### config.mk
export PLATFORM = sky130hd
export DESIGN_NAME = mbsfe_engine
export DESIGN_NICKNAME = d
export VERILOG_FILES = /design/src/include/mbsfe_pkg.sv /design/src/verilog/mbsfe_byte_order.sv /design/src/verilog/mbsfe_engine.sv
export SDC_FILE = /design/constraint.sdc
export NUM_CORES = 1
export LEC_CHECK = 0
export BUFFER_PORTS_ARGS = -buffer_cell sky130_fd_sc_hd__buf_4
export CAP_MARGIN = 20
export CORE_ASPECT_RATIO = 0.6
export CORE_MARGIN = 3
export CORE_UTILIZATION = 45
export CTS_CLUSTER_SIZE = 24
export DETAILED_ROUTE_END_ITERATION = 8
export GPL_ROUTABILITY_DRIVEN = 0
export HOLD_SLACK_MARGIN = 0.12
export PLACE_DENSITY_LB_ADDON = 0.08
export SETUP_SLACK_MARGIN = 0.5
export SLEW_MARGIN = 15
export SYNTH_ARGS = -nofsm -noshare
export SYNTH_HDL_FRONTEND = slang
export SYNTH_HIERARCHICAL = 1
export SYNTH_SLANG_ARGS = --single-unit
### constraint.sdc
create_clock -name MCLK_I -period 5 [get_ports MCLK_I]
set_input_delay 0.75 -clock MCLK_I [delete_from_list [all_inputs] [get_ports MCLK_I]]
set_output_delay 0.75 -clock MCLK_I [all_outputs]
set_load 0.02 [all_outputs]
### src/include/mbsfe_pkg.sv
`default_nettype none
package mbsfe_pkg;
  // supported function codes
  localparam logic [7:0] FC_READ_HOLD = 8'h03;
  localparam logic [7:0] FC_READ_INPUT = 8'h04;
  localparam logic [7:0] FC_WRITE_SINGLE = 8'h06;
  localparam logic [7:0] FC_DIAG = 8'h08;
  localparam logic [7:0] FC_WRITE_MULTI = 8'h10;
  localparam logic [7:0] FC_READ_WRITE = 8'h17;
  localparam logic [7:0] FC_EXC_FLAG = 8'h80;
  localparam logic [7:0] EXC_ILLEGAL_FUNC = 8'h01;
  localparam logic [7:0] EXC_ILLEGAL_VALUE = 8'h03;
  localparam logic [15:0] DIAG_SUB_LOOPBACK = 16'h0000;
  localparam logic [15:0] DIAG_SUB_REGISTER = 16'h0002;
  // register count limits
  localparam logic [15:0] MAX_READ_REGS = 16'h007D;
  localparam logic [15:0] MAX_WRITE_REGS = 16'h0078;
  localparam logic [15:0] MAX_RW_REGS = 16'h0076;
  // byte order selections
  localparam logic [1:0] BO_1032 = 2'h0;
  localparam logic [1:0] BO_0123 = 2'h1;
  localparam logic [1:0] BO_2301 = 2'h2;
  localparam logic [1:0] BO_3210 = 2'h3;
  localparam logic [1:0] BO_RESET = BO_1032;
  // value types of the register area
  localparam logic [1:0] TYPE_INT = 2'h0;
  localparam logic [1:0] TYPE_FLOAT = 2'h1;
  localparam logic [1:0] TYPE_STRING = 2'h2;
  // response timing
  localparam int CLK_FREQ_KHZ = 200000;
  localparam int RESP_MIN_US = 3000;
  localparam int RESP_MIN_CYC = (RESP_MIN_US * CLK_FREQ_KHZ + 999) / 1000;
  localparam logic [2:0] HDR_BYTES_MAX = 3'h5;

  typedef struct packed {
    logic broadcast;
    logic [7:0] func;
    logic [15:0] sub_func;
    logic [15:0] addr;
    logic [15:0] count;
    logic [15:0] wr_addr;
    logic [15:0] wr_count;
    logic [15:0] value;
  } mbsfe_req_t;

  typedef struct packed {
    logic rd;
    logic wr;
    logic [15:0] addr;
    logic [15:0] wdata;
  } mbsfe_reg_cmd_t;

  typedef struct packed {
    logic ack;
    logic [1:0] rtype;
    logic [31:0] rdata;
  } mbsfe_reg_rsp_t;
endpackage : mbsfe_pkg
`default_nettype wire

### src/verilog/mbsfe_byte_order.sv
`timescale 1ns/10ps
`default_nettype none
module mbsfe_byte_order (
  input wire logic [1:0] order_i,
  input wire logic [1:0] rtype_i,
  input wire logic [31:0] value_i,
  output logic [31:0] seq_o,
  output logic four_o
);
  import mbsfe_pkg::*;

  wire [7:0] b3 = value_i[31:24];
  wire [7:0] b2 = value_i[23:16];
  wire [7:0] b1 = value_i[15:8];
  wire [7:0] b0 = value_i[7:0];
  wire is_float = (rtype_i == TYPE_FLOAT);
  wire msb_first = (order_i == BO_1032) || (order_i == BO_3210);
  wire [31:0] float_seq = (order_i == BO_1032) ? {b1, b0, b3, b2} :
                          (order_i == BO_0123) ? {b0, b1, b2, b3} :
                          (order_i == BO_2301) ? {b2, b3, b0, b1} : {b3, b2, b1, b0};
  wire [31:0] word_seq = msb_first ? {b1, b0, 16'h0000} : {b0, b1, 16'h0000};

  assign seq_o = is_float ? float_seq : word_seq;
  assign four_o = is_float;
endmodule : mbsfe_byte_order
`default_nettype wire

### src/verilog/mbsfe_engine.sv
`timescale 1ns/10ps
`default_nettype none
module mbsfe_engine #(
  parameter int RESP_DELAY_CYC = mbsfe_pkg::RESP_MIN_CYC
) (
  input wire logic MCLK_I,
  input wire logic RESETN_I,
  input wire logic CE_I,
  input wire logic REQ_VALID_I,
  input wire mbsfe_pkg::mbsfe_req_t REQ_I,
  output logic REQ_READY_O,
  input wire logic WORD_VALID_I,
  input wire logic [15:0] WORD_I,
  output logic WORD_READY_O,
  output mbsfe_pkg::mbsfe_reg_cmd_t REG_CMD_O,
  input wire mbsfe_pkg::mbsfe_reg_rsp_t REG_RSP_I,
  input wire logic [15:0] DIAG_REG_I,
  input wire logic BYTE_ORDER_LOAD_I,
  input wire logic [1:0] BYTE_ORDER_I,
  input wire logic MAINS_PRESENT_I,
  input wire logic POWER_SAVE_ENABLE_SWITCH_I,
  output logic XCVR_ON_O,
  output logic RSP_VALID_O,
  output logic [7:0] RSP_BYTE_O,
  output logic RSP_LAST_O,
  input wire logic RSP_READY_I
);
  import mbsfe_pkg::*;

  typedef enum logic [3:0] {
    S_IDLE, S_DECODE, S_WR_GET, S_WR_WAIT, S_HDR, S_RD_REQ, S_RD_WAIT, S_DATA, S_END
  } mbsfe_state_t;

  mbsfe_state_t state_reg;
  mbsfe_req_t req_reg;
  mbsfe_reg_cmd_t cmd_reg;
  logic exc_reg;
  logic [7:0] exc_code_reg;
  logic awake_reg;
  logic xcvr_reg;
  logic [1:0] byte_order_reg;
  logic [23:0] delay_cnt_reg;
  logic [15:0] wr_left_reg;
  logic [15:0] wr_addr_reg;
  logic [15:0] rd_left_reg;
  logic [15:0] rd_addr_reg;
  logic [2:0] idx_reg;
  logic [31:0] dbuf_reg;
  logic [2:0] dlen_reg;
  logic rsp_valid_reg;
  logic [7:0] rsp_byte_reg;
  logic rsp_last_reg;
  logic req_ready_reg;
  logic word_ready_reg;

  // function decode
  // codes 03 and 04 share one path
  wire fc_rd = (req_reg.func == FC_READ_HOLD) || (req_reg.func == FC_READ_INPUT);
  wire fc_w1 = (req_reg.func == FC_WRITE_SINGLE);
  wire fc_diag = (req_reg.func == FC_DIAG);
  wire fc_wm = (req_reg.func == FC_WRITE_MULTI);
  wire fc_rw = (req_reg.func == FC_READ_WRITE);
  wire diag_loop = (req_reg.sub_func == DIAG_SUB_LOOPBACK);
  wire diag_reg = (req_reg.sub_func == DIAG_SUB_REGISTER);
  wire fc_illegal = !(fc_rd || fc_w1 || fc_wm || fc_rw || (fc_diag && (diag_loop || diag_reg)));
  wire bc_allowed = fc_w1 || fc_wm || fc_rw;
  wire rd_bad = (req_reg.count == 16'h0000) || (req_reg.count > MAX_READ_REGS);
  wire wm_bad = (req_reg.wr_count == 16'h0000) || (req_reg.wr_count > MAX_WRITE_REGS);
  wire rw_bad = (req_reg.count == 16'h0000) || (req_reg.count > MAX_RW_REGS) ||
                (req_reg.wr_count == 16'h0000) || (req_reg.wr_count > MAX_RW_REGS);
  wire count_bad = (fc_rd && rd_bad) || (fc_wm && wm_bad) || (fc_rw && rw_bad);

  // power save status
  wire ps_active = POWER_SAVE_ENABLE_SWITCH_I && !MAINS_PRESENT_I;
  wire comm_blocked = !POWER_SAVE_ENABLE_SWITCH_I && !MAINS_PRESENT_I;

  // incoming words unpacked with the selected integer order
  wire lsb_first = (byte_order_reg == BO_0123) || (byte_order_reg == BO_2301);
  wire [15:0] word_in = lsb_first ? {WORD_I[7:0], WORD_I[15:8]} : WORD_I;
  wire [15:0] value_in = lsb_first ? {req_reg.value[7:0], req_reg.value[15:8]} : req_reg.value;

  // response header
  wire has_data = (fc_rd || fc_rw) && !exc_reg;
  wire [7:0] byte_cnt = {req_reg.count[6:0], 1'b0};
  wire [2:0] hdr_len = (exc_reg || has_data) ? 3'h2 : HDR_BYTES_MAX;
  wire [15:0] echo_hi = fc_w1 ? req_reg.addr : fc_wm ? req_reg.wr_addr : req_reg.sub_func;
  wire [15:0] echo_lo = fc_w1 ? req_reg.value : fc_wm ? req_reg.wr_count :
                        diag_reg ? DIAG_REG_I : req_reg.value;
  wire [7:0] hdr0 = exc_reg ? (req_reg.func | FC_EXC_FLAG) : req_reg.func;
  wire [7:0] hdr1 = exc_reg ? exc_code_reg : has_data ? byte_cnt : echo_hi[15:8];
  wire [7:0] hdr_byte = (idx_reg == 3'h0) ? hdr0 :
                        (idx_reg == 3'h1) ? hdr1 :
                        (idx_reg == 3'h2) ? echo_hi[7:0] :
                        (idx_reg == 3'h3) ? echo_lo[15:8] : echo_lo[7:0];
  wire [7:0] cur_byte = (state_reg == S_DATA) ? dbuf_reg[31:24] : hdr_byte;

  wire delay_done = (delay_cnt_reg >= 24'(RESP_DELAY_CYC));
  wire take = rsp_valid_reg && RSP_READY_I;
  wire [15:0] dwords = (dlen_reg == 3'h4) ? 16'h0002 : 16'h0001;
  wire hdr_last = (idx_reg == hdr_len - 3'h1);
  wire data_last = (idx_reg == dlen_reg - 3'h1);
  wire end_last = (state_reg == S_DATA) ? (data_last && (rd_left_reg == dwords)) : (hdr_last && !has_data);
  wire sending = ((state_reg == S_HDR) && delay_done) || (state_reg == S_DATA);

  // value formatting
  wire [31:0] fmt_seq;
  wire fmt_four;
  mbsfe_byte_order u_order (
    .order_i(byte_order_reg),
    .rtype_i(REG_RSP_I.rtype),
    .value_i(REG_RSP_I.rdata),
    .seq_o(fmt_seq),
    .four_o(fmt_four)
  );
  wire load_four = fmt_four && (rd_left_reg >= 16'h0002);

  // byte order setting
  always_ff @(posedge MCLK_I) begin
    if (!RESETN_I) begin
      byte_order_reg <= BO_RESET;
    end else if (CE_I && BYTE_ORDER_LOAD_I) begin
      byte_order_reg <= BYTE_ORDER_I;
    end
  end

  // turnaround counter
  always_ff @(posedge MCLK_I) begin
    if (!RESETN_I) begin
      delay_cnt_reg <= 24'h000000;
    end else if (CE_I) begin
      if (state_reg == S_DECODE) begin
        delay_cnt_reg <= 24'h000000;
      end else if (!delay_done) begin
        delay_cnt_reg <= delay_cnt_reg + 24'h000001;
      end
    end
  end

  // transceiver supply
  always_ff @(posedge MCLK_I) begin
    if (!RESETN_I) begin
      xcvr_reg <= 1'b0;
    end else if (CE_I) begin
      xcvr_reg <= MAINS_PRESENT_I || (POWER_SAVE_ENABLE_SWITCH_I && awake_reg);
    end
  end

  always_ff @(posedge MCLK_I) begin
    if (!RESETN_I) begin
      state_reg <= S_IDLE;
      req_reg <= '0;
      cmd_reg <= '0;
      exc_reg <= 1'b0;
      exc_code_reg <= 8'h00;
      awake_reg <= 1'b0;
      wr_left_reg <= 16'h0000;
      wr_addr_reg <= 16'h0000;
      rd_left_reg <= 16'h0000;
      rd_addr_reg <= 16'h0000;
      idx_reg <= 3'h0;
      dbuf_reg <= 32'h00000000;
      dlen_reg <= 3'h2;
      rsp_valid_reg <= 1'b0;
      rsp_byte_reg <= 8'h00;
      rsp_last_reg <= 1'b0;
      req_ready_reg <= 1'b0;
      word_ready_reg <= 1'b0;
    end else if (CE_I) begin
      req_ready_reg <= 1'b0;
      cmd_reg.rd <= 1'b0;
      cmd_reg.wr <= 1'b0;
      case (state_reg)
        S_IDLE: begin
          if (REQ_VALID_I && req_ready_reg) begin
            req_reg <= REQ_I;
            state_reg <= S_DECODE;
          end else begin
            req_ready_reg <= 1'b1;
          end
        end
        S_DECODE: begin
          exc_reg <= fc_illegal || count_bad;
          exc_code_reg <= fc_illegal ? EXC_ILLEGAL_FUNC : EXC_ILLEGAL_VALUE;
          rd_addr_reg <= req_reg.addr;
          rd_left_reg <= req_reg.count;
          wr_addr_reg <= req_reg.wr_addr;
          wr_left_reg <= req_reg.wr_count;
          idx_reg <= 3'h0;
          if (comm_blocked) begin
            state_reg <= S_IDLE;
          end else if (ps_active && !awake_reg) begin
            awake_reg <= 1'b1;
            state_reg <= S_IDLE;
          end else if (req_reg.broadcast && (!bc_allowed || count_bad)) begin
            state_reg <= S_END;
          end else if (fc_illegal || count_bad) begin
            state_reg <= S_HDR;
          end else if (fc_w1) begin
            cmd_reg.wr <= 1'b1;
            cmd_reg.addr <= req_reg.addr;
            cmd_reg.wdata <= value_in;
            wr_left_reg <= 16'h0001;
            state_reg <= S_WR_WAIT;
          end else if (fc_wm || fc_rw) begin
            state_reg <= S_WR_GET;
          end else begin
            state_reg <= S_HDR;
          end
        end
        S_WR_GET: begin
          if (WORD_VALID_I && word_ready_reg) begin
            word_ready_reg <= 1'b0;
            cmd_reg.wr <= 1'b1;
            cmd_reg.addr <= wr_addr_reg;
            cmd_reg.wdata <= word_in;
            state_reg <= S_WR_WAIT;
          end else begin
            word_ready_reg <= 1'b1;
          end
        end
        S_WR_WAIT: begin
          if (REG_RSP_I.ack) begin
            wr_left_reg <= wr_left_reg - 16'h0001;
            wr_addr_reg <= wr_addr_reg + 16'h0001;
            if (wr_left_reg != 16'h0001) begin
              state_reg <= S_WR_GET;
            end else if (req_reg.broadcast) begin
              state_reg <= S_END;
            end else begin
              state_reg <= S_HDR;
            end
          end
        end
        S_HDR, S_DATA: begin
          if (sending && !rsp_valid_reg) begin
            rsp_valid_reg <= 1'b1;
            rsp_byte_reg <= cur_byte;
            rsp_last_reg <= end_last;
          end else if (take) begin
            rsp_valid_reg <= 1'b0;
            rsp_last_reg <= 1'b0;
            idx_reg <= idx_reg + 3'h1;
            if (state_reg == S_DATA) begin
              dbuf_reg <= {dbuf_reg[23:0], 8'h00};
              if (data_last) begin
                idx_reg <= 3'h0;
                rd_left_reg <= rd_left_reg - dwords;
                rd_addr_reg <= rd_addr_reg + dwords;
                state_reg <= (rd_left_reg == dwords) ? S_END : S_RD_REQ;
              end
            end else if (hdr_last) begin
              idx_reg <= 3'h0;
              state_reg <= has_data ? S_RD_REQ : S_END;
            end
          end
        end
        S_RD_REQ: begin
          cmd_reg.rd <= 1'b1;
          cmd_reg.addr <= rd_addr_reg;
          state_reg <= S_RD_WAIT;
        end
        S_RD_WAIT: begin
          if (REG_RSP_I.ack) begin
            dbuf_reg <= fmt_seq;
            dlen_reg <= load_four ? 3'h4 : 3'h2;
            state_reg <= S_DATA;
          end
        end
        S_END: begin
          // back to sleep after the answer
          awake_reg <= 1'b0;
          state_reg <= S_IDLE;
        end
        default: begin
          state_reg <= S_IDLE;
        end
      endcase
    end
  end

  assign REQ_READY_O = req_ready_reg;
  assign WORD_READY_O = word_ready_reg;
  assign REG_CMD_O = cmd_reg;
  assign XCVR_ON_O = xcvr_reg;
  assign RSP_VALID_O = rsp_valid_reg;
  assign RSP_BYTE_O = rsp_byte_reg;
  assign RSP_LAST_O = rsp_last_reg;
endmodule : mbsfe_engine
`default_nettype wire

==> impl_metrics.csv <==
group,metric,value,unit
run_status,status,"finished, final reports clean",
global_route,grt_max_degree,113,
die,die_h,152,um
cts,post_cts_buffers,0,
hold_path,hold-path-endpoint,"req_reg[81]",
cts,hold_buffers,0,
setup_path,worstReg2RegEnd,"wr_left_reg[12]",
logic_synthesis,synth_cells,2041,
logic_synthesis,synth-compound-area-share,25.0,%
timing,whs,0.410,ns
timing,worst_slew_pin_slew,1.03,ns
cts,htree_levels,1,
finish,drive_gt1_share,18.1,%
power,ir_worst_vdd,252,uV
global_route,grt_pass1_vias,14800,
drt,ant_nets,0,
timing,drv_slew,0,
setup_path,rr_worst_depth,7,
drt,avgViaCountPerCell,6.17,
finish,nets,2373,
timing,fmax,312,MHz
power,p_total,5.33,mW
logic_synthesis,synth-seq-cells,287,
timing,setup_viol,0,
finish,diodes,0,
finish,finalNonFillerCells,2650,
global_route,antenna_found_initial,0,
logic_synthesis,ys_types,88,
power,power_density,280,mW/mm^2
logic_synthesis,synth_simple_gate_area_share,21.2,%
global_route,grt_util_all_layers,27.9,%
timing,worst_slack,1.80,ns
die,ioPinCount,230,
logic_synthesis,synth_common_cells,"nand2_1 (331), dfxtp_1 (287), a21oi_1 (230), nor2_1 (190), clkbuf_1 (109)",
cts,cts-buffers-inserted,28,
logic_synthesis,muxShareOfSynthArea,9.81,%
drt,drt_iter0_drc,2017,
power,p_leak,6.96,nW
finish,design_area,0.0190,mm^2
die,fp.dieW,250,um
logic_synthesis,yosysWarningCount,6,
logic_synthesis,post-synth-top-count-cell,"nand2_1",
cts,ctsResizeCount,0,
cts,clk_path_buf_depth,3,
hold_path,hp-start,"REQ_I[81]",
finish,largest_register_ffs,98,
die,start_util,46.6,%
setup_path,critPathKind,"reg2reg",
timing,relSlewSlack,31.3,%
drt,dr.pass1.iters,9,
logic_synthesis,async_flop_share,0,%
setup_path,worstPathArrival,3.69,ns
finish,post-route-util,55.2,%
timing,fin_tns_setup,0,ns
global_route,grt-ovfl-total,0,
placement,pre_cts_slack,1.59,ns
cts,numClockSinks,287,
setup_path,rrSetupSlack,1.80,ns
setup_path,crit_path_end_kind,"register",
die,rows,52,
logic_synthesis,synthFlopType,"dfxtp_1",
placement,dp.cells,2593,
die,core_region_area,0.0345,mm^2
drt,vias,16300,
hold_path,hold-path-cell-count,3,
drt,routed_wl,56200,um
global_route,grt_pass1_wl,86400,um
drt,drc,0,
setup_path,critPathRequiredTime,5.49,ns
setup_path,cp_max_fo,23,
drt,wl_per_cell,21.2,um
die,dieArea,0.0381,mm^2
cts,tritoncts,"built",
logic_synthesis,synth_area,0.0161,mm^2
timing,fin_skew,0.0253,ns
flow_run,maxCapViolCount,0,
hold_path,hp-class,"in2reg",
timing,min_period,3.20,ns
cts,insertion_delay,0.58,ns
logic_synthesis,synth_area_per_cell,7.88,um^2
logic_synthesis,synth_top_family_by_area,"compound AO/OA/AOI/OAI gates",
logic_synthesis,synth-edff-count,0,
placement,io_buffers,229,
cts,clockRootBuffer,"clkbuf_16",
logic_synthesis,synth_adder_area_share,1.73,%
cts,clkSlewWorstSetupHoldPaths,0.07,ns
logic_synthesis,synth_top_area_cell,"dfxtp_1",
logic_synthesis,yosysSeqAreaShare,35.7,%
logic_synthesis,synth_fp_nets,2245,
logic_synthesis,synthXorXnorAreaFrac,1.36,%
timing,rsz0062_at_grt,"no",
timing,hold_violations,0,
logic_synthesis,yosys-top-cells-area,"dfxtp_1 (36%), nand2_1 (7.7%), a21oi_1 (7.2%), mux2i_1 (6.2%), nor2_1 (4.4%)",
finish,area_growth,18.2,%
setup_path,r2r-start,"state_reg[0]",
timing,fin_crit_sh,64.1,%
setup_path,worst_setup_path_start_kind,"register",
placement,hpwl,40200,um
placement,post_dp_cell_area,0.0180,mm^2
logic_synthesis,synth_top_area_share,35.7,%
finish,nFillCells,3302,
-- final cells by class --
cell class,instances,area (um^2),share of cell area [%]
inverters,37,144,0.757
clock inverters,9,108,0.566
flip-flops and latches,287,5750,30.2
multi-input cells,1557,9560,50.3
clock buffers,43,878,4.62
repair buffers,258,2010,10.6
well taps,459,574,3.02
-- routing by layer --
| layer | global-route usage, % | part of all wire (%) | vias to the layer above | wire length (um) |
|---|---|---|---|---|
| met5 | 0 | 0 | - | 0 |
| met4 | 4.01 | 1.4 | 0 | 800 |
| met3 | 8.51 | 11 | 72 | 6410 |
| met2 | 39.7 | 41 | 760 | 23200 |
| met1 | 42.0 | 46 | 7788 | 25800 |
| li1 | - | - | 7718 | - |
-- cells by family after synthesis --
group,after synthesis
AND/OR/NAND/NOR,753
AO/OA/AOI/OAI,614
flip-flops,287
buffers and inverters,197
multiplexers,144
XOR/XNOR,25
adder cells (fa/ha/maj),21
-- placed cells by master (no fill, tap or decap), types with 7 or more instances in the layout --
master,netlist,routed
a31oi_1,26,26
xnor2_1,17,16
nand2_1,331,331
inv_1,36,35
a211oi_1,65,65
nor3_1,46,44
nand2b_1,14,14
a22oi_1,20,20
nor4_1,26,26
a21o_1,7,7
a211oi_2,10,10
ha_1,19,19
clkbuf_8,0,10
mux2_2,35,35
clkbuf_16,0,29
dfxtp_1,287,287
or3_1,19,18
o21ai_0,77,77
o211a_1,18,18
o211ai_1,17,17
xor2_1,8,7
mux2i_1,100,100
nor3b_1,8,8
o221ai_1,16,16
mux4_2,7,7
nor2_1,190,186
nand3_1,38,37
nand4_1,13,13
a222oi_1,18,18
o31ai_1,7,7
and3_1,16,16
a221oi_1,8,8
o22ai_1,50,50
a21oi_1,230,230
buf_4,2,250
-- worst max path at each step --
stage	endpoint	cells after the start	slack (ns)	from
after floorplan	rd_addr_reg[14]	13	2.26	dlen_reg[1]
after global placement	REG_CMD_O[14]	7	1.79	req_reg[98]
after detailed placement	REG_CMD_O[5]	7	1.59	req_reg[98]
after CTS	REG_CMD_O[13]	7	1.55	req_reg[98]
after global routing	wr_left_reg[13]	7	1.50	state_reg[0]
final	wr_left_reg[12]	7	1.80	state_reg[0]
-- worst max-delay path, cell delays in order, from the launching register on --
cell and delay, ns:
dfxtp_1 0.63, nand2b_1 0.21, nor3_1 0.70, a21oi_1 0.13, nor2_2 0.80, buf_4 0.36
nor2_1 0.06, a211oi_1 0.21
-- report_power, final --
part / leakage (nW) / internal (mW) / switching, mW
Combinational: 4.16 / 0.288 / 0.371
Sequential: 2.32 / 2.33 / 0.0679
Clock: 0.483 / 1.31 / 0.962
Total: 6.96 / 3.93 / 1.40
(Power assumes the default switching activity.)
